[src/rtl/qsr_map.svh]
`ifndef QSR_MAP_SVH
`define QSR_MAP_SVH

// ----------------------------------------------------------------
// Bus geometry
// ----------------------------------------------------------------
`define QSR_ADDR_W 8
`define QSR_DATA_W 32
`define QSR_LVL_W 6
`define QSR_EVT_W 7
`define QSR_FIFO_DEPTH 4
`define QSR_LEN_W 5

// ----------------------------------------------------------------
// Register offsets
// ----------------------------------------------------------------
`define QSR_OFS_EVENT_MASK 8'h2C
`define QSR_OFS_MASKED_EVENTS 8'h30
`define QSR_OFS_RAW_EVENT_FLAGS 8'h34
`define QSR_OFS_TX_OVERFLOW_CLEAR 8'h38
`define QSR_OFS_RX_OVERFLOW_CLEAR 8'h3C
`define QSR_OFS_RX_UNDERFLOW_CLEAR 8'h40
`define QSR_OFS_CONTENTION_CLEAR 8'h44
`define QSR_OFS_COMBINED_EVENT_CLEAR 8'h48
`define QSR_OFS_DMA_HANDSHAKE_CONTROL 8'h4C
`define QSR_OFS_TX_DMA_WATERMARK 8'h50
`define QSR_OFS_RX_DMA_WATERMARK 8'h54
`define QSR_OFS_WINDOW_FIRST 8'h60
`define QSR_OFS_WINDOW_LAST 8'hDC

// ----------------------------------------------------------------
// Field positions
// ----------------------------------------------------------------
`define QSR_EVT_XIP_RX_OVERFLOW 6
`define QSR_EVT_CONTENTION 5
`define QSR_EVT_RX_FULL 4
`define QSR_EVT_RX_OVERFLOW 3
`define QSR_EVT_RX_UNDERFLOW 2
`define QSR_EVT_TX_OVERFLOW 1
`define QSR_EVT_TX_EMPTY 0
`define QSR_DMA_TX_EN_BIT 1
`define QSR_DMA_RX_EN_BIT 0

// ----------------------------------------------------------------
// Reset values and answers
// ----------------------------------------------------------------
`define QSR_RST_EVENT_MASK 7'h7F
`define QSR_RST_DMA_CTRL 2'h0
`define QSR_RST_WATERMARK 6'h00
`define QSR_RESP_OKAY 2'h0
`define QSR_RESP_SLVERR 2'h2

`endif

[src/rtl/qsr_pkg.sv]
package qsr_pkg;

	// Seven event flags in register bit order, bit 6 first
	typedef struct packed {
		logic xip_rx_overflow;
		logic contention;
		logic rx_full;
		logic rx_overflow;
		logic rx_underflow;
		logic tx_overflow;
		logic tx_empty;
	} qsr_evt_t;

	// DMA handshake settings held by software
	typedef struct packed {
		logic tx_en;
		logic rx_en;
		logic [5:0] tx_watermark_level;
		logic [5:0] rx_watermark_level;
	} qsr_dma_cfg_t;

	// A frame moving between the window and a FIFO
	typedef struct packed {
		logic [31:0] fifo_window_word;
	} qsr_word_t;

endpackage

[src/rtl/qsr_fifo.sv]
`timescale 1ns/100ps
module qsr_fifo #(
	parameter int WIDTH = 32,
	parameter int DEPTH = 4
) (
	// Clock and reset
	input wire logic aclk,
	input wire logic aresetn,
	// Fill side
	input wire logic in_valid,
	output logic in_ready,
	input wire logic [WIDTH-1:0] in_data,
	// Drain side
	output logic out_valid,
	input wire logic out_ready,
	output logic [WIDTH-1:0] out_data
);
	localparam int PW = $clog2(DEPTH);

	logic [WIDTH-1:0] mem_r [DEPTH];
	logic [PW-1:0] wr_ptr_r;
	logic [PW-1:0] rd_ptr_r;
	logic [PW:0] count_r;
	wire logic push = in_valid & in_ready;
	wire logic pop = out_valid & out_ready;

	// Full and empty come straight from the occupancy count
	assign in_ready = (count_r != DEPTH[PW:0]);
	assign out_valid = (count_r != '0);
	assign out_data = mem_r[rd_ptr_r];

	always_ff @(posedge aclk) begin
		if (push) begin
			mem_r[wr_ptr_r] <= in_data;
		end
	end

	always_ff @(posedge aclk) begin
		if (!aresetn) begin
			wr_ptr_r <= '0;
			rd_ptr_r <= '0;
			count_r <= '0;
		end else begin
			if (push) begin
				wr_ptr_r <= wr_ptr_r + 1'b1;
			end
			if (pop) begin
				rd_ptr_r <= rd_ptr_r + 1'b1;
			end
			count_r <= count_r + {{PW{1'b0}}, push} - {{PW{1'b0}}, pop};
		end
	end
endmodule

[src/rtl/qsr_event_flags.sv]
`timescale 1ns/100ps
module qsr_event_flags
	import qsr_pkg::*;
#(
	parameter int N = 7
) (
	// Clock and reset
	input wire logic aclk,
	input wire logic aresetn,
	// One-cycle set and clear strobes per flag
	input wire logic [N-1:0] set,
	input wire logic [N-1:0] clr,
	// Sticky flags
	output logic [N-1:0] flags
);
	logic [N-1:0] flag_r;

	// ----------------------------------------------------------------
	// Sticky bits; a set in the clearing cycle is kept
	// ----------------------------------------------------------------
	genvar i;
	generate
		for (i = 0; i < N; i++) begin : g_flag
			always_ff @(posedge aclk) begin
				if (!aresetn) begin
					flag_r[i] <= 1'b0;
				end else if (set[i]) begin
					flag_r[i] <= 1'b1;
				end else if (clr[i]) begin
					flag_r[i] <= 1'b0;
				end
			end
		end
	endgenerate

	assign flags = flag_r;
endmodule

[src/rtl/qsr_regs.sv]
// Contract
// - Raw event register holds seven flags, bit 6 xip overflow to bit 0 tx empty.
// - Raw flags read 1 while their event stands, unmasked; bits 31:7 read zero.
// - Reading offset 0x38 clears the transmit overflow flag.
// - Reading offset 0x3C clears the receive overflow flag.
// - Reading offset 0x40 clears the receive underflow flag.
// - Reading offset 0x44 clears the contention flag.
// - Reading 0x48 clears tx overflow, rx overflow, rx underflow, contention only.
// - DMA control bit 1 enables transmit, bit 0 receive handshake; both reset off.
// - Offset 0x50 bits 5:0 hold the transmit watermark, reset zero.
// - Offset 0x54 bits 5:0 hold the receive watermark, reset zero.
// - Window covers 32 words from 0x60, stride 4, all one 32-bit FIFO port.
// - Window read pops receive FIFO, frame right-aligned, upper bits zero.
// - Masked status is raw AND mask; mask bits reset to all ones.
`timescale 1ns/100ps
`include "qsr_map.svh"
module qsr_regs
	import qsr_pkg::*;
(
	// Clock and reset
	input wire logic aclk,
	input wire logic aresetn,
	// AXI4-Lite write address and data
	input wire logic [`QSR_ADDR_W-1:0] s_axi_awaddr,
	input wire logic [2:0] s_axi_awprot,
	input wire logic s_axi_awvalid,
	output logic s_axi_awready,
	input wire logic [`QSR_DATA_W-1:0] s_axi_wdata,
	input wire logic [3:0] s_axi_wstrb,
	input wire logic s_axi_wvalid,
	output logic s_axi_wready,
	// AXI4-Lite write response
	output logic [1:0] s_axi_bresp,
	output logic s_axi_bvalid,
	input wire logic s_axi_bready,
	// AXI4-Lite read address
	input wire logic [`QSR_ADDR_W-1:0] s_axi_araddr,
	input wire logic [2:0] s_axi_arprot,
	input wire logic s_axi_arvalid,
	output logic s_axi_arready,
	// AXI4-Lite read data
	output logic [`QSR_DATA_W-1:0] s_axi_rdata,
	output logic [1:0] s_axi_rresp,
	output logic s_axi_rvalid,
	input wire logic s_axi_rready,
	// Event sources from the protocol engine
	input wire logic tx_empty_raw,
	input wire logic rx_full_raw,
	input wire logic xip_rx_overflow_raw,
	input wire logic tx_overflow_evt,
	input wire logic rx_overflow_evt,
	input wire logic rx_underflow_evt,
	input wire logic contention_evt,
	// Transmit stream towards the transmit FIFO core
	output logic tx_valid,
	input wire logic tx_ready,
	output logic [`QSR_DATA_W-1:0] tx_data,
	// Receive stream from the receive FIFO core
	input wire logic rx_valid,
	output logic rx_ready,
	input wire logic [`QSR_DATA_W-1:0] rx_data,
	input wire logic [`QSR_LEN_W-1:0] frame_len_m1,
	// FIFO fill levels for the DMA handshake
	input wire logic [`QSR_LVL_W-1:0] tx_fifo_level,
	input wire logic [`QSR_LVL_W-1:0] rx_fifo_level,
	// DMA requests and event status
	output logic tx_dma_req,
	output logic rx_dma_req,
	output logic [`QSR_EVT_W-1:0] masked_events
);

	// ----------------------------------------------------------------
	// Address decoding
	// ----------------------------------------------------------------
	function automatic logic in_window(input logic [`QSR_ADDR_W-1:0] a);
		in_window = (a[1:0] == 2'h0) && (a >= `QSR_OFS_WINDOW_FIRST) &&
			(a <= `QSR_OFS_WINDOW_LAST);
	endfunction

	function automatic logic is_mapped(input logic [`QSR_ADDR_W-1:0] a);
		case (a)
			`QSR_OFS_EVENT_MASK, `QSR_OFS_MASKED_EVENTS,
			`QSR_OFS_RAW_EVENT_FLAGS, `QSR_OFS_TX_OVERFLOW_CLEAR,
			`QSR_OFS_RX_OVERFLOW_CLEAR, `QSR_OFS_RX_UNDERFLOW_CLEAR,
			`QSR_OFS_CONTENTION_CLEAR, `QSR_OFS_COMBINED_EVENT_CLEAR,
			`QSR_OFS_DMA_HANDSHAKE_CONTROL, `QSR_OFS_TX_DMA_WATERMARK,
			`QSR_OFS_RX_DMA_WATERMARK: begin
				is_mapped = 1'b1;
			end
			default: begin
				is_mapped = in_window(a);
			end
		endcase
	endfunction

	// Keep only the bits of the current frame length
	function automatic logic [`QSR_DATA_W-1:0] right_align(
		input logic [`QSR_DATA_W-1:0] d,
		input logic [`QSR_LEN_W-1:0] len_m1
	);
		right_align = d & ({`QSR_DATA_W{1'b1}} >>
			(`QSR_DATA_W - 1 - int'(len_m1)));
	endfunction

	// ----------------------------------------------------------------
	// Channel state, settings and handshakes
	// ----------------------------------------------------------------
	logic aw_held_r;
	logic w_held_r;
	logic [`QSR_ADDR_W-1:0] awaddr_r;
	logic [`QSR_DATA_W-1:0] wdata_r;
	logic [3:0] wstrb_r;
	logic bvalid_r;
	logic [1:0] bresp_r;
	logic rvalid_r;
	logic [`QSR_DATA_W-1:0] rdata_r;
	logic [1:0] rresp_r;
	logic [`QSR_EVT_W-1:0] mask_r;
	qsr_dma_cfg_t dma_cfg_r;

	wire logic aw_take = s_axi_awvalid & s_axi_awready;
	wire logic w_take = s_axi_wvalid & s_axi_wready;
	wire logic ar_take = s_axi_arvalid & s_axi_arready;

	assign s_axi_awready = ~aw_held_r;
	assign s_axi_wready = ~w_held_r;
	// One read in flight; a new address waits for the data to go
	assign s_axi_arready = ~rvalid_r;

	// ----------------------------------------------------------------
	// Write decode
	// ----------------------------------------------------------------
	wire logic wr_win = in_window(awaddr_r);
	wire logic wr_mapped = is_mapped(awaddr_r);
	wire logic fifo_in_ready;
	// A window write stalls while the transmit buffer is full
	wire logic wr_go = aw_held_r & w_held_r & ~bvalid_r &
		(~wr_win | fifo_in_ready);
	wire logic wr_low = wr_go & wstrb_r[0];
	wire logic wr_mask = wr_low && (awaddr_r == `QSR_OFS_EVENT_MASK);
	wire logic wr_dma = wr_low &&
		(awaddr_r == `QSR_OFS_DMA_HANDSHAKE_CONTROL);
	wire logic wr_txwm = wr_low && (awaddr_r == `QSR_OFS_TX_DMA_WATERMARK);
	wire logic wr_rxwm = wr_low && (awaddr_r == `QSR_OFS_RX_DMA_WATERMARK);
	wire logic wr_push = wr_go & wr_win;

	// ----------------------------------------------------------------
	// Read decode and clear-on-read side effects
	// ----------------------------------------------------------------
	wire logic rd_win = ar_take & in_window(s_axi_araddr);
	wire logic rd_mapped = is_mapped(s_axi_araddr);
	wire logic rd_tx_ovf = ar_take &&
		(s_axi_araddr == `QSR_OFS_TX_OVERFLOW_CLEAR);
	wire logic rd_rx_ovf = ar_take &&
		(s_axi_araddr == `QSR_OFS_RX_OVERFLOW_CLEAR);
	wire logic rd_rx_unf = ar_take &&
		(s_axi_araddr == `QSR_OFS_RX_UNDERFLOW_CLEAR);
	wire logic rd_cont = ar_take &&
		(s_axi_araddr == `QSR_OFS_CONTENTION_CLEAR);
	wire logic rd_all = ar_take &&
		(s_axi_araddr == `QSR_OFS_COMBINED_EVENT_CLEAR);

	// Window read on an empty receive side counts as underflow
	wire logic rd_empty = rd_win & ~rx_valid;
	assign rx_ready = rd_win;

	// ----------------------------------------------------------------
	// Sticky event flags
	// ----------------------------------------------------------------
	logic [`QSR_EVT_W-1:0] evt_set;
	logic [`QSR_EVT_W-1:0] evt_clr;
	logic [`QSR_EVT_W-1:0] evt_sticky;
	qsr_evt_t raw;

	always_comb begin
		evt_set = '0;
		evt_clr = '0;
		evt_set[`QSR_EVT_TX_OVERFLOW] = tx_overflow_evt;
		evt_set[`QSR_EVT_RX_OVERFLOW] = rx_overflow_evt;
		evt_set[`QSR_EVT_RX_UNDERFLOW] = rx_underflow_evt | rd_empty;
		evt_set[`QSR_EVT_CONTENTION] = contention_evt;
		evt_clr[`QSR_EVT_TX_OVERFLOW] = rd_tx_ovf | rd_all;
		evt_clr[`QSR_EVT_RX_OVERFLOW] = rd_rx_ovf | rd_all;
		evt_clr[`QSR_EVT_RX_UNDERFLOW] = rd_rx_unf | rd_all;
		evt_clr[`QSR_EVT_CONTENTION] = rd_cont | rd_all;
	end

	qsr_event_flags #(
		.N(`QSR_EVT_W)
	) u_flags (
		.aclk(aclk),
		.aresetn(aresetn),
		.set(evt_set),
		.clr(evt_clr),
		.flags(evt_sticky)
	);

	// Level events follow their source; cleared events stay sticky
	always_comb begin
		raw = qsr_evt_t'(evt_sticky);
		raw.tx_empty = tx_empty_raw;
		raw.rx_full = rx_full_raw;
		raw.xip_rx_overflow = xip_rx_overflow_raw;
	end

	assign masked_events = raw & mask_r;

	// ----------------------------------------------------------------
	// Read data selection
	// ----------------------------------------------------------------
	logic [`QSR_DATA_W-1:0] rd_sel;

	always_comb begin
		rd_sel = '0;
		case (s_axi_araddr)
			`QSR_OFS_EVENT_MASK: begin
				rd_sel[`QSR_EVT_W-1:0] = mask_r;
			end
			`QSR_OFS_MASKED_EVENTS: begin
				rd_sel[`QSR_EVT_W-1:0] = masked_events;
			end
			`QSR_OFS_RAW_EVENT_FLAGS: begin
				rd_sel[`QSR_EVT_W-1:0] = raw;
			end
			`QSR_OFS_DMA_HANDSHAKE_CONTROL: begin
				rd_sel[`QSR_DMA_TX_EN_BIT] = dma_cfg_r.tx_en;
				rd_sel[`QSR_DMA_RX_EN_BIT] = dma_cfg_r.rx_en;
			end
			`QSR_OFS_TX_DMA_WATERMARK: begin
				rd_sel[`QSR_LVL_W-1:0] = dma_cfg_r.tx_watermark_level;
			end
			`QSR_OFS_RX_DMA_WATERMARK: begin
				rd_sel[`QSR_LVL_W-1:0] = dma_cfg_r.rx_watermark_level;
			end
			default: begin
				// Clear registers read zero; empty window reads zero
				if (in_window(s_axi_araddr) && rx_valid) begin
					rd_sel = right_align(rx_data, frame_len_m1);
				end
			end
		endcase
	end

	// ----------------------------------------------------------------
	// Transmit buffer and DMA requests
	// ----------------------------------------------------------------
	qsr_fifo #(
		.WIDTH(`QSR_DATA_W),
		.DEPTH(`QSR_FIFO_DEPTH)
	) u_tx_buf (
		.aclk(aclk),
		.aresetn(aresetn),
		.in_valid(wr_push),
		.in_ready(fifo_in_ready),
		.in_data(wdata_r),
		.out_valid(tx_valid),
		.out_ready(tx_ready),
		.out_data(tx_data)
	);
	assign tx_dma_req = dma_cfg_r.tx_en &&
		(tx_fifo_level <= dma_cfg_r.tx_watermark_level);
	assign rx_dma_req = dma_cfg_r.rx_en &&
		(rx_fifo_level > dma_cfg_r.rx_watermark_level);

	// ----------------------------------------------------------------
	// Write channel registers
	// ----------------------------------------------------------------
	always_ff @(posedge aclk) begin
		if (!aresetn) begin
			aw_held_r <= 1'b0;
			awaddr_r <= '0;
		end else if (aw_take) begin
			aw_held_r <= 1'b1;
			awaddr_r <= s_axi_awaddr;
		end else if (wr_go) begin
			aw_held_r <= 1'b0;
		end
	end

	always_ff @(posedge aclk) begin
		if (!aresetn) begin
			w_held_r <= 1'b0;
			wdata_r <= '0;
			wstrb_r <= '0;
		end else if (w_take) begin
			w_held_r <= 1'b1;
			wdata_r <= s_axi_wdata;
			wstrb_r <= s_axi_wstrb;
		end else if (wr_go) begin
			w_held_r <= 1'b0;
		end
	end

	always_ff @(posedge aclk) begin
		if (!aresetn) begin
			bvalid_r <= 1'b0;
			bresp_r <= `QSR_RESP_OKAY;
		end else if (wr_go) begin
			bvalid_r <= 1'b1;
			bresp_r <= wr_mapped ? `QSR_RESP_OKAY : `QSR_RESP_SLVERR;
		end else if (s_axi_bready) begin
			bvalid_r <= 1'b0;
		end
	end

	// ----------------------------------------------------------------
	// Settings; only the low byte lane carries fields
	// ----------------------------------------------------------------
	always_ff @(posedge aclk) begin
		if (!aresetn) begin
			mask_r <= `QSR_RST_EVENT_MASK;
		end else if (wr_mask) begin
			mask_r <= wdata_r[`QSR_EVT_W-1:0];
		end
	end

	always_ff @(posedge aclk) begin
		if (!aresetn) begin
			{dma_cfg_r.tx_en, dma_cfg_r.rx_en} <= `QSR_RST_DMA_CTRL;
		end else if (wr_dma) begin
			dma_cfg_r.tx_en <= wdata_r[`QSR_DMA_TX_EN_BIT];
			dma_cfg_r.rx_en <= wdata_r[`QSR_DMA_RX_EN_BIT];
		end
	end

	always_ff @(posedge aclk) begin
		if (!aresetn) begin
			dma_cfg_r.tx_watermark_level <= `QSR_RST_WATERMARK;
		end else if (wr_txwm) begin
			dma_cfg_r.tx_watermark_level <= wdata_r[`QSR_LVL_W-1:0];
		end
	end

	always_ff @(posedge aclk) begin
		if (!aresetn) begin
			dma_cfg_r.rx_watermark_level <= `QSR_RST_WATERMARK;
		end else if (wr_rxwm) begin
			dma_cfg_r.rx_watermark_level <= wdata_r[`QSR_LVL_W-1:0];
		end
	end

	// ----------------------------------------------------------------
	// Read channel registers and bus outputs
	// ----------------------------------------------------------------
	always_ff @(posedge aclk) begin
		if (!aresetn) begin
			rvalid_r <= 1'b0;
			rdata_r <= '0;
			rresp_r <= `QSR_RESP_OKAY;
		end else if (ar_take) begin
			rvalid_r <= 1'b1;
			rdata_r <= rd_sel;
			rresp_r <= rd_mapped ? `QSR_RESP_OKAY : `QSR_RESP_SLVERR;
		end else if (s_axi_rready) begin
			rvalid_r <= 1'b0;
		end
	end
	assign s_axi_bvalid = bvalid_r;
	assign s_axi_bresp = bresp_r;
	assign s_axi_rvalid = rvalid_r;
	assign s_axi_rdata = rdata_r;
	assign s_axi_rresp = rresp_r;

endmodule

[config.mk]
export PLATFORM = sky130hd
export DESIGN_NAME = qsr_regs
export DESIGN_NICKNAME = d
export VERILOG_FILES = /design/src/rtl/qsr_pkg.sv /design/src/rtl/qsr_fifo.sv /design/src/rtl/qsr_event_flags.sv /design/src/rtl/qsr_regs.sv
export VERILOG_INCLUDE_DIRS = /design/src /design/src/rtl
export SDC_FILE = /design/constraint.sdc
export NUM_CORES = 1
export LEC_CHECK = 0
export BUFFER_PORTS_ARGS = -buffer_cell sky130_fd_sc_hd__buf_2
export CORE_AREA = 2 2 220 114
export CTS_CLUSTER_DIAMETER = 40
export DETAILED_ROUTE_END_ITERATION = 10
export DIE_AREA = 0 0 222 116
export PLACE_DENSITY = 0.66
export SYNTH_ARGS = -nofsm -noshare
export SYNTH_HDL_FRONTEND = slang
export SYNTH_HIERARCHICAL = 1
export SYNTH_SLANG_ARGS = --single-unit
[constraint.sdc]
create_clock -name aclk -period 3.15 [get_ports aclk]
set_input_delay 0.315 -clock aclk [delete_from_list [all_inputs] [get_ports aclk]]
set_output_delay 0.315 -clock aclk [all_outputs]
set_load 0.01 [all_outputs]
==> flow_metrics.env, run 1 <==
export IMPL_cp_max_fo=3
export IMPL_clock_skew_ps=14.2
export IMPL_post_cts_resized=0
export IMPL_cts_setup_buffers=0
export IMPL_fin_tns_setup_ps=0
export IMPL_cts_tree="built"
export IMPL_initial_core_util_pct=44.0
export IMPL_r2r_end="u_tx_buf/count_r[2]"
export IMPL_gp_congestion=0.911
export IMPL_cpMaxStageDelayCell="fa_1"
export IMPL_crit_top_cell="inv_1"
export IMPL_fin_crit_sh_pct=86.4
export IMPL_cap_viol_max_count=0
export IMPL_slowest_delay_ps=370
export IMPL_hold_viol_final=0
export IMPL_clock_sinks=241
export IMPL_antenna_found_initial=0
export IMPL_drt_initial_drc_count=614
export IMPL_syn_inst=836
export IMPL_drv_slew=0
export IMPL_ff2ff_setup_slack_ps=430
export IMPL_rr_worst_depth=13
export IMPL_syn_area_mm2=0.0104
export IMPL_final_layout_size_suffix_gt1_share_pct=29.3
export IMPL_rr_startpoint="awaddr_r[0]"
export IMPL_die_w_um=222
export IMPL_p_per_area_mw_per_mm2=631
export IMPL_worstHoldStart="s_axi_wdata[28]"
export IMPL_grt_max_degree=66
export IMPL_port_buffers=195
export IMPL_yosysWarnings=6
export IMPL_drc=0
export IMPL_htree_levels=1
export IMPL_setup_viol=0
export IMPL_holdCritPathClass="input port to flip-flop"
export IMPL_ir_drop_uv=377
export IMPL_worst_pin_slew_ps=997
export IMPL_area_growth_syn_to_layout_pct=21.1
export IMPL_insertion_delay_ps=540
export IMPL_mostFrequentLayoutCells="194 x buf_2, 128 x edfxtp_1, 127 x nand2_1, 111 x dfxtp_1, 51 x a21boi_0"
export IMPL_hpwl_um=18300
export IMPL_post_drt_wl_per_cell_um=19.6
export IMPL_first_pass_iters=4
export IMPL_gr_usage_all_layers_pct=20.5
export IMPL_ioPinCount=207
export IMPL_rsz0062_at_grt="false"
export IMPL_critPathLaunchType="flip-flop"
export IMPL_layout_commonest_cell="buf_2"
export IMPL_power_uw=7960
export IMPL_clock_path_buffers=3
export IMPL_overflow=0
export IMPL_routed_via_density=5.35
export IMPL_cp_required_ps=3580
export IMPL_maxSlewHeadroom_pct=32.7
export IMPL_status="finished, final reports clean"
export IMPL_fp_dieH_um=116
export IMPL_cts_hold_buffers=4
export IMPL_numCtsBuffers=27
export IMPL_grt_pass1_wl_um=40500
export IMPL_cp_cell_sequence="or2_2, a21oi_1, and3_1, a21boi_2, inv_1, ha_1, inv_1, ha_1, inv_1, fa_1, xnor2_1, xnor2_1, and2_1"
export IMPL_diodes=0
export IMPL_critPathKind="flip-flop to flip-flop"
export IMPL_period_needed_ps=2720
export IMPL_hold_path_end="wdata_r[28]"
export IMPL_core_area_mm2=0.0237
export IMPL_holdPathStages=3
export IMPL_syn_area_per_cell_um2=12.5
export IMPL_design_die_area_mm2=0.0258
export IMPL_arrival_ps=3150
export IMPL_worst_setup_path_end_kind="flip-flop"
export IMPL_dr_total_vias=7286
export IMPL_final_nets=1168
export IMPL_ant_nets=0
export IMPL_wirelength_um=26600
export IMPL_fmax_mhz=367
export IMPL_core_rowCount=40
export IMPL_clockRootBuffer="clkbuf_16"
export IMPL_path_clk_slew_ps=60
export IMPL_grt_pass1_vias=6992
export IMPL_cellLeakagePower_uw=0.00471
## registers in the layout, summed over array words and instances, names as in the netlist, named ones only
register and flops:
u_tx_buf/count_r 3, u_tx_buf/rd_ptr_r 2, aw_held_r 1, dma_cfg_r 14, mask_r 7, w_held_r 1, s_axi_rdata 32, wdata_r 32
s_axi_bvalid 1, s_axi_bresp 1, s_axi_rvalid 1, s_axi_rresp 1, wstrb_r 1, u_tx_buf/mem_r 128, u_tx_buf/wr_ptr_r 2, u_flags/flags 4
awaddr_r 8
## worst max-delay path by stage
stage / start / end / slack (ps)
CTS: awaddr_r[0] / u_tx_buf/count_r[2] / 420
global route: awaddr_r[7] / u_tx_buf/count_r[2] / 240
global placement: awaddr_r[0] / u_tx_buf/count_r[2] / 510
floorplan: awaddr_r[0] / u_tx_buf/count_r[2] / 530
finish: awaddr_r[0] / u_tx_buf/count_r[2] / 430
detailed placement: awaddr_r[0] / u_tx_buf/count_r[2] / 470
## critical path, delay by kind of cell, from the launching register on
| family | cells | cell delay [ps] |
|---|---|---|
| adder cells (fa/ha/maj) | 3 | 790 |
| buffers and inverters | 3 | 160 |
| flip-flops | 1 | 320 |
| XOR/XNOR | 2 | 280 |
| AND/OR/NAND/NOR | 3 | 670 |
| AO/OA/AOI/OAI | 2 | 390 |
## stage by stage
stage	hold WS (ps)	area (µm²)	util [%]	std cells	setup WS, ps
after floorplan	433	10400	-	837	533
after global placement	446	11700	49.2	1308	505
after detailed placement	457	11700	49.2	1308	472
after CTS	0.172	12600	53.3	1362	421
after global routing	16.6	12600	53.3	1362	237
final	23.9	12600	53.3	1362	428
## report_power, final
part | switching [µW] | internal [µW]
Combinational | 587 | 590
Clock | 1350 | 1870
Sequential | 159 | 3400
## per-layer routing
metal | vias up | share of wire [%] | wire length [µm] | global-route usage [%]
met5 | - | 0 | 0 | 0
met4 | 0 | 1.6 | 429 | 4.05
met3 | 36 | 9.4 | 2500 | 7.10
met2 | 280 | 41 | 11000 | 29.6
met1 | 3516 | 48 | 12700 | 29.9
li1 | 3454 | - | - | -
## area by class of cell
class / count / area (µm²)
clock buffers: 35 / 706
well taps: 315 / 394
flip-flops and latches: 241 / 6110
clock inverters: 15 / 204
fillers: 2060 / 11100
inverters: 23 / 86.3
multi-input cells: 518 / 3960
repair buffers: 215 / 1150
(Power assumes the default switching activity.)
==> inputs of run 2 (changes only) <==
--- a/config.mk
+++ b/config.mk
@@ -7,11 +7,11 @@
 export NUM_CORES = 1
 export LEC_CHECK = 0
 export BUFFER_PORTS_ARGS = -buffer_cell sky130_fd_sc_hd__buf_2
-export CORE_AREA = 2 2 220 114
+export CORE_AREA = 2 2 149 166
 export CTS_CLUSTER_DIAMETER = 40
 export DETAILED_ROUTE_END_ITERATION = 10
-export DIE_AREA = 0 0 222 116
-export PLACE_DENSITY = 0.66
+export DIE_AREA = 0 0 151 168
+export PLACE_DENSITY = 0.67
 export SYNTH_ARGS = -nofsm -noshare
 export SYNTH_HDL_FRONTEND = slang
 export SYNTH_HIERARCHICAL = 1
==> run 2 against run 1 <==
Effect of this change:
- sequential share of layout area is 0.20 points lower
- wire length is 8.9% lower
- via count is 1.2% lower
- clock power hardly changed
- register-to-register slack better by 40 ps
- die area is 1.5% lower
- clock-buffer cell count stayed put
- critical endpoint unchanged
==> flow_metrics.env, run 2 (same netlist as run 1, synthesis figures left out) <==
export IMPL_ant_nets=0
export IMPL_final_util_pct=53.0
export IMPL_fp_dieH_um=168
export IMPL_core_rowCount=60
export IMPL_ff2ff_setup_slack_ps=470
export IMPL_arrival_ps=3110
export IMPL_cap_viol_max_count=0
export IMPL_clockRootBuffer="clkbuf_16"
export IMPL_cts_setup_buffers=0
export IMPL_path_clk_slew_ps=60
export IMPL_power_uw=7940
export IMPL_cp_required_ps=3570
export IMPL_htree_levels=1
export IMPL_layout_commonest_cell="buf_2"
export IMPL_hold_viol_final=0
export IMPL_routed_via_density=5.28
export IMPL_maxSlewHeadroom_pct=38.8
export IMPL_holdCritPathClass="input port to flip-flop"
export IMPL_initial_core_util_pct=43.6
export IMPL_hpwl_um=16100
export IMPL_worst_setup_path_end_kind="flip-flop"
export IMPL_wirelength_um=24300
export IMPL_fin_tns_setup_ps=0
export IMPL_design_die_area_mm2=0.0254
export IMPL_final_layout_size_suffix_gt1_share_pct=29.9
export IMPL_period_needed_ps=2680
export IMPL_fill_cells=2086
export IMPL_p_per_area_mw_per_mm2=627
export IMPL_ir_drop_uv=448
export IMPL_drc=0
export IMPL_cellLeakagePower_uw=0.00475
export IMPL_first_pass_iters=5
export IMPL_setup_viol=0
export IMPL_clock_skew_ps=13.1
export IMPL_gp_congestion=0.865
export IMPL_rsz0062_at_grt="false"
export IMPL_cp_max_fo=3
export IMPL_gr_usage_all_layers_pct=18.8
export IMPL_grt_pass1_vias=7019
export IMPL_post_dp_cell_area_mm2=0.0117
export IMPL_numCtsBuffers=30
export IMPL_post_drt_wl_per_cell_um=17.8
export IMPL_cpMaxStageDelayCell="fa_1"
export IMPL_area_growth_syn_to_layout_pct=21.6
export IMPL_final_nets=1171
export IMPL_mostFrequentLayoutCells="194 x buf_2, 128 x nand2_1, 128 x edfxtp_1, 111 x dfxtp_1, 51 x a21boi_0"
export IMPL_antenna_found_initial=2
export IMPL_crit_top_cell="inv_1"
export IMPL_insertion_delay_ps=530
export IMPL_grt_pass1_wl_um=37800
export IMPL_worst_pin_slew_ps=917
export IMPL_status="finished, final reports clean"
export IMPL_critPathKind="flip-flop to flip-flop"
export IMPL_critPathLaunchType="flip-flop"
export IMPL_core_area_mm2=0.0239
export IMPL_grt_max_degree=72
export IMPL_layoutNonFillerInstCount=1364
export IMPL_ioPinCount=207
export IMPL_fin_crit_sh_pct=85.2
export IMPL_clock_path_buffers=3
export IMPL_drt_initial_drc_count=454
export IMPL_clock_sinks=241
export IMPL_cts_tree="built"
export IMPL_largest_reg_flops=128
export IMPL_drv_slew=0
export IMPL_port_buffers=195
export IMPL_overflow=0
export IMPL_final_area_mm2=0.0127
export IMPL_largest_register="u_tx_buf/mem_r"
export IMPL_slowest_delay_ps=380
export IMPL_dpl_cell_count=1304
export IMPL_cp_cell_sequence="or2_2, a21oi_1, and3_1, a21boi_2, inv_1, ha_1, inv_1, ha_1, inv_1, fa_1, xnor2_1, xnor2_1, and2_1"
export IMPL_fmax_mhz=373
export IMPL_die_w_um=151
export IMPL_dr_total_vias=7196
## run 2: layout make-up
cell class              instances  area (µm²)  share of cell area, %
repair buffers                215        1150                   9.07
diodes                          2        5.00                 0.0395
multi-input cells             518        3960                   31.2
clock buffers                  35         791                   6.25
flip-flops and latches        241        6110                   48.3
well taps                     310         388                   3.06
inverters                      23        86.3                  0.682
clock inverters                20         178                   1.40
## run 2: final timing paths
path / from / end / cells past startpoint
max: awaddr_r[0] / u_tx_buf/count_r[2] / 13
min: s_axi_wdata[9] / wdata_r[9] / 3
max reg2reg: awaddr_r[0] / u_tx_buf/count_r[2] / 13
min reg2reg: s_axi_rdata[7] / s_axi_rdata[7] / 2
## run 2: power by group
group          total (µW)  internal, µW  leakage, µW  switching, µW
combinational        1130           592      0.00217            539
sequential           3580          3400      0.00210            178
clock                3220          1850     0.000474           1370
total                7940          5850      0.00475           2090
## run 2: repair_timing
action,CTS,global route
hold buffers,3,0
endpoints found under the hold margin,3,0
gates resized for setup,0,0
## run 2: critical path: cells and delay by family, from the launching register on
kind / cells / cell delay, ps
XOR/XNOR: 2 / 280
flip-flops: 1 / 320
buffers and inverters: 3 / 170
AND/OR/NAND/NOR: 3 / 640
adder cells (fa/ha/maj): 3 / 790
AO/OA/AOI/OAI: 2 / 390
## run 2: per-stage QoR
| stage | hold WS [ps] | worst slack (ps) |
|---|---|---|
| finish | 33.6 | 467 |
| global route | 29.3 | 261 |
| CTS | 15.8 | 446 |
| detailed placement | 455 | 471 |
| global placement | 448 | 517 |
| floorplan | 433 | 533 |
## run 2: layer usage
metal	GRT usage, %	share of wire (%)
met4	5.32	2.5
met2	31.6	49
met5	0	0
met1	25.3	43
met3	3.17	6.2
==> inputs of run 3 (changes only) <==
==> constraint.sdc (replaced) <==
create_clock -name aclk -period 2.5 [get_ports aclk]
set_input_delay 0.25 -clock aclk [delete_from_list [all_inputs] [get_ports aclk]]
set_output_delay 0.25 -clock aclk [all_outputs]
set_load 0.01 [all_outputs]
==> run 3 against run 2 <==
Effect of this change:
- power rose by 29%
- design area rose by 6.1%
- wire length rose by 3.4%
- global-route usage rose by 0.93 points
- first-iteration DRC count fell by 6.8%
- sequential share of layout area fell by 2.7 points
- sequential power rose by 23%
- critical endpoint unchanged
==> flow_metrics.env, run 3 (same netlist as run 1, synthesis figures left out) <==
export IMPL_place_ws_ps=-4.26
export IMPL_port_buffers=195
export IMPL_holdCritPathClass="input port to flip-flop"
export IMPL_ir_drop_uv=459
export IMPL_clock_sinks=241
export IMPL_largest_reg_flops=128
export IMPL_period_needed_ps=2390
export IMPL_dr_total_vias=7531
export IMPL_holdPathStages=3
export IMPL_dpl_cell_count=1316
export IMPL_worstHoldStart="rx_data[29]"
export IMPL_layout_commonest_cell="buf_2"
export IMPL_core_area_mm2=0.0239
export IMPL_setup_ws_ps=113
export IMPL_insertion_delay_ps=530
export IMPL_first_pass_iters=5
export IMPL_wirelength_met1_um=10700
export IMPL_wl_met2_um=12300
export IMPL_clock_path_buffers=3
export IMPL_drv_slew=0
export IMPL_largest_register="u_tx_buf/mem_r"
export IMPL_maxSlewHeadroom_pct=49.7
export IMPL_routed_via_density=5.24
export IMPL_grt_pass1_vias=7441
export IMPL_antenna_found_initial=0
export IMPL_final_layout_size_suffix_gt1_share_pct=30.5
export IMPL_worst_setup_path_end_kind="flip-flop"
export IMPL_ff2ff_setup_slack_ps=110
export IMPL_ant_nets=0
export IMPL_numCtsBuffers=29
export IMPL_area_growth_syn_to_layout_pct=29.0
export IMPL_design_die_area_mm2=0.0254
export IMPL_final_util_pct=56.2
export IMPL_drt_initial_drc_count=423
export IMPL_path_clk_slew_ps=60
export IMPL_r2r_end="u_tx_buf/count_r[2]"
export IMPL_drc=0
export IMPL_clock_skew_ps=10.4
export IMPL_power_uw=10200
export IMPL_cellLeakagePower_uw=0.00509
export IMPL_mostFrequentLayoutCells="194 x buf_2, 128 x nand2_1, 128 x edfxtp_1, 108 x dfxtp_1, 62 x dlygate4sd3_1"
export IMPL_clockRootBuffer="clkbuf_16"
export IMPL_rr_worst_depth=13
export IMPL_cp_max_fo=3
export IMPL_fin_crit_sh_pct=95.5
export IMPL_setup_viol=0
export IMPL_die_w_um=151
export IMPL_post_drt_wl_per_cell_um=17.5
export IMPL_htree_levels=1
export IMPL_p_per_area_mw_per_mm2=761
export IMPL_status="finished, final reports clean"
export IMPL_rr_startpoint="awaddr_r[7]"
export IMPL_grt_pass1_wl_um=39600
export IMPL_fmax_mhz=419
export IMPL_final_nets=1246
export IMPL_ioPinCount=207
export IMPL_layoutNonFillerInstCount=1436
export IMPL_wirelength_um=25100
export IMPL_core_rowCount=60
export IMPL_overflow=0
export IMPL_fp_dieH_um=168
export IMPL_gr_usage_all_layers_pct=19.8
export IMPL_hpwl_um=16900
export IMPL_critPathKind="flip-flop to flip-flop"
export IMPL_cp_required_ps=2930
export IMPL_initial_core_util_pct=43.6
export IMPL_dr_wl_met3_um=1500
export IMPL_gp_congestion=0.868
export IMPL_cts_tree="built"
export IMPL_cap_viol_max_count=0
export IMPL_hold_path_end="s_axi_rdata[29]"
export IMPL_routed_top_layer="met4"
export IMPL_arrival_ps=2820
export IMPL_critPathLaunchType="flip-flop"
export IMPL_worst_pin_slew_ps=744
export IMPL_hold_viol_final=0
export IMPL_diodes=0
export IMPL_grt_max_degree=86
==> run 3: report_power, final <==
group | leakage (µW) | internal, µW | switching [µW]
registers | 0.00210 | 4290 | 129
clock network | 0.000471 | 2360 | 1720
logic | 0.00252 | 875 | 838
==> run 3: final cells by class <==
type / instances / area, µm²
well taps: 310 / 388
inverters: 23 / 86.3
repair buffers: 291 / 1880
clock inverters: 19 / 193
flip-flops and latches: 241 / 6110
multi-input cells: 518 / 4000
clock buffers: 34 / 764
fillers: 2029 / 10400
==> run 3: how the worst max path moves through the flow <==
stage	start	endpoint	slack, ps	depth (start not counted)
final	awaddr_r[7]	u_tx_buf/count_r[2]	110	13
after floorplan	awaddr_r[0]	u_tx_buf/count_r[2]	8	13
after detailed placement	awaddr_r[0]	u_tx_buf/count_r[2]	-4	13
after CTS	awaddr_r[7]	u_tx_buf/count_r[2]	-10	13
after global routing	u_tx_buf/count_r[0]	u_tx_buf/count_r[2]	-9	13
after global placement	awaddr_r[0]	u_tx_buf/count_r[2]	10	13
==> run 3: stage by stage <==
step / cell area, µm² / hold slack, ps / TNS, ps
after floorplan: 10400 / 368 / 0
after global placement: 11800 / 445 / 0
after detailed placement: 11800 / 454 / -4.26
after CTS: 13400 / 1.10 / -9.84
after global routing: 13400 / 12.4 / -9.08
final: 13400 / 18.1 / 0
==> run 3: worst max-delay path: stages (launching register included) <==
cell      delay (ps)
dfxtp_2          330
a21bo_2          220
a21oi_2          150
and3_1           160
a21boi_4         180
inv_2             60
ha_4             210
inv_2             60
ha_4             120
inv_2             30
fa_2             340
xnor2_2          150
xnor2_1          120
and2_1           150
==> run 3: per-layer routing <==
layer / up-vias / global-route usage [%]
li1: 3616 / -
met1: 3622 / 26.1
met2: 254 / 33.8
met3: 39 / 2.95
met4: 0 / 5.81
met5: - / 0
==> run 3: what timing repair did <==
item | CTS | global route
gates resized for setup | 6 | 5
hold buffers | 62 | 0
gates cloned | 0 | 0
buffers inserted | 4 | 1
endpoints found under the hold margin | 61 | 0
pin swaps | 3 | 6
setup endpoints to repair | 1 | 1
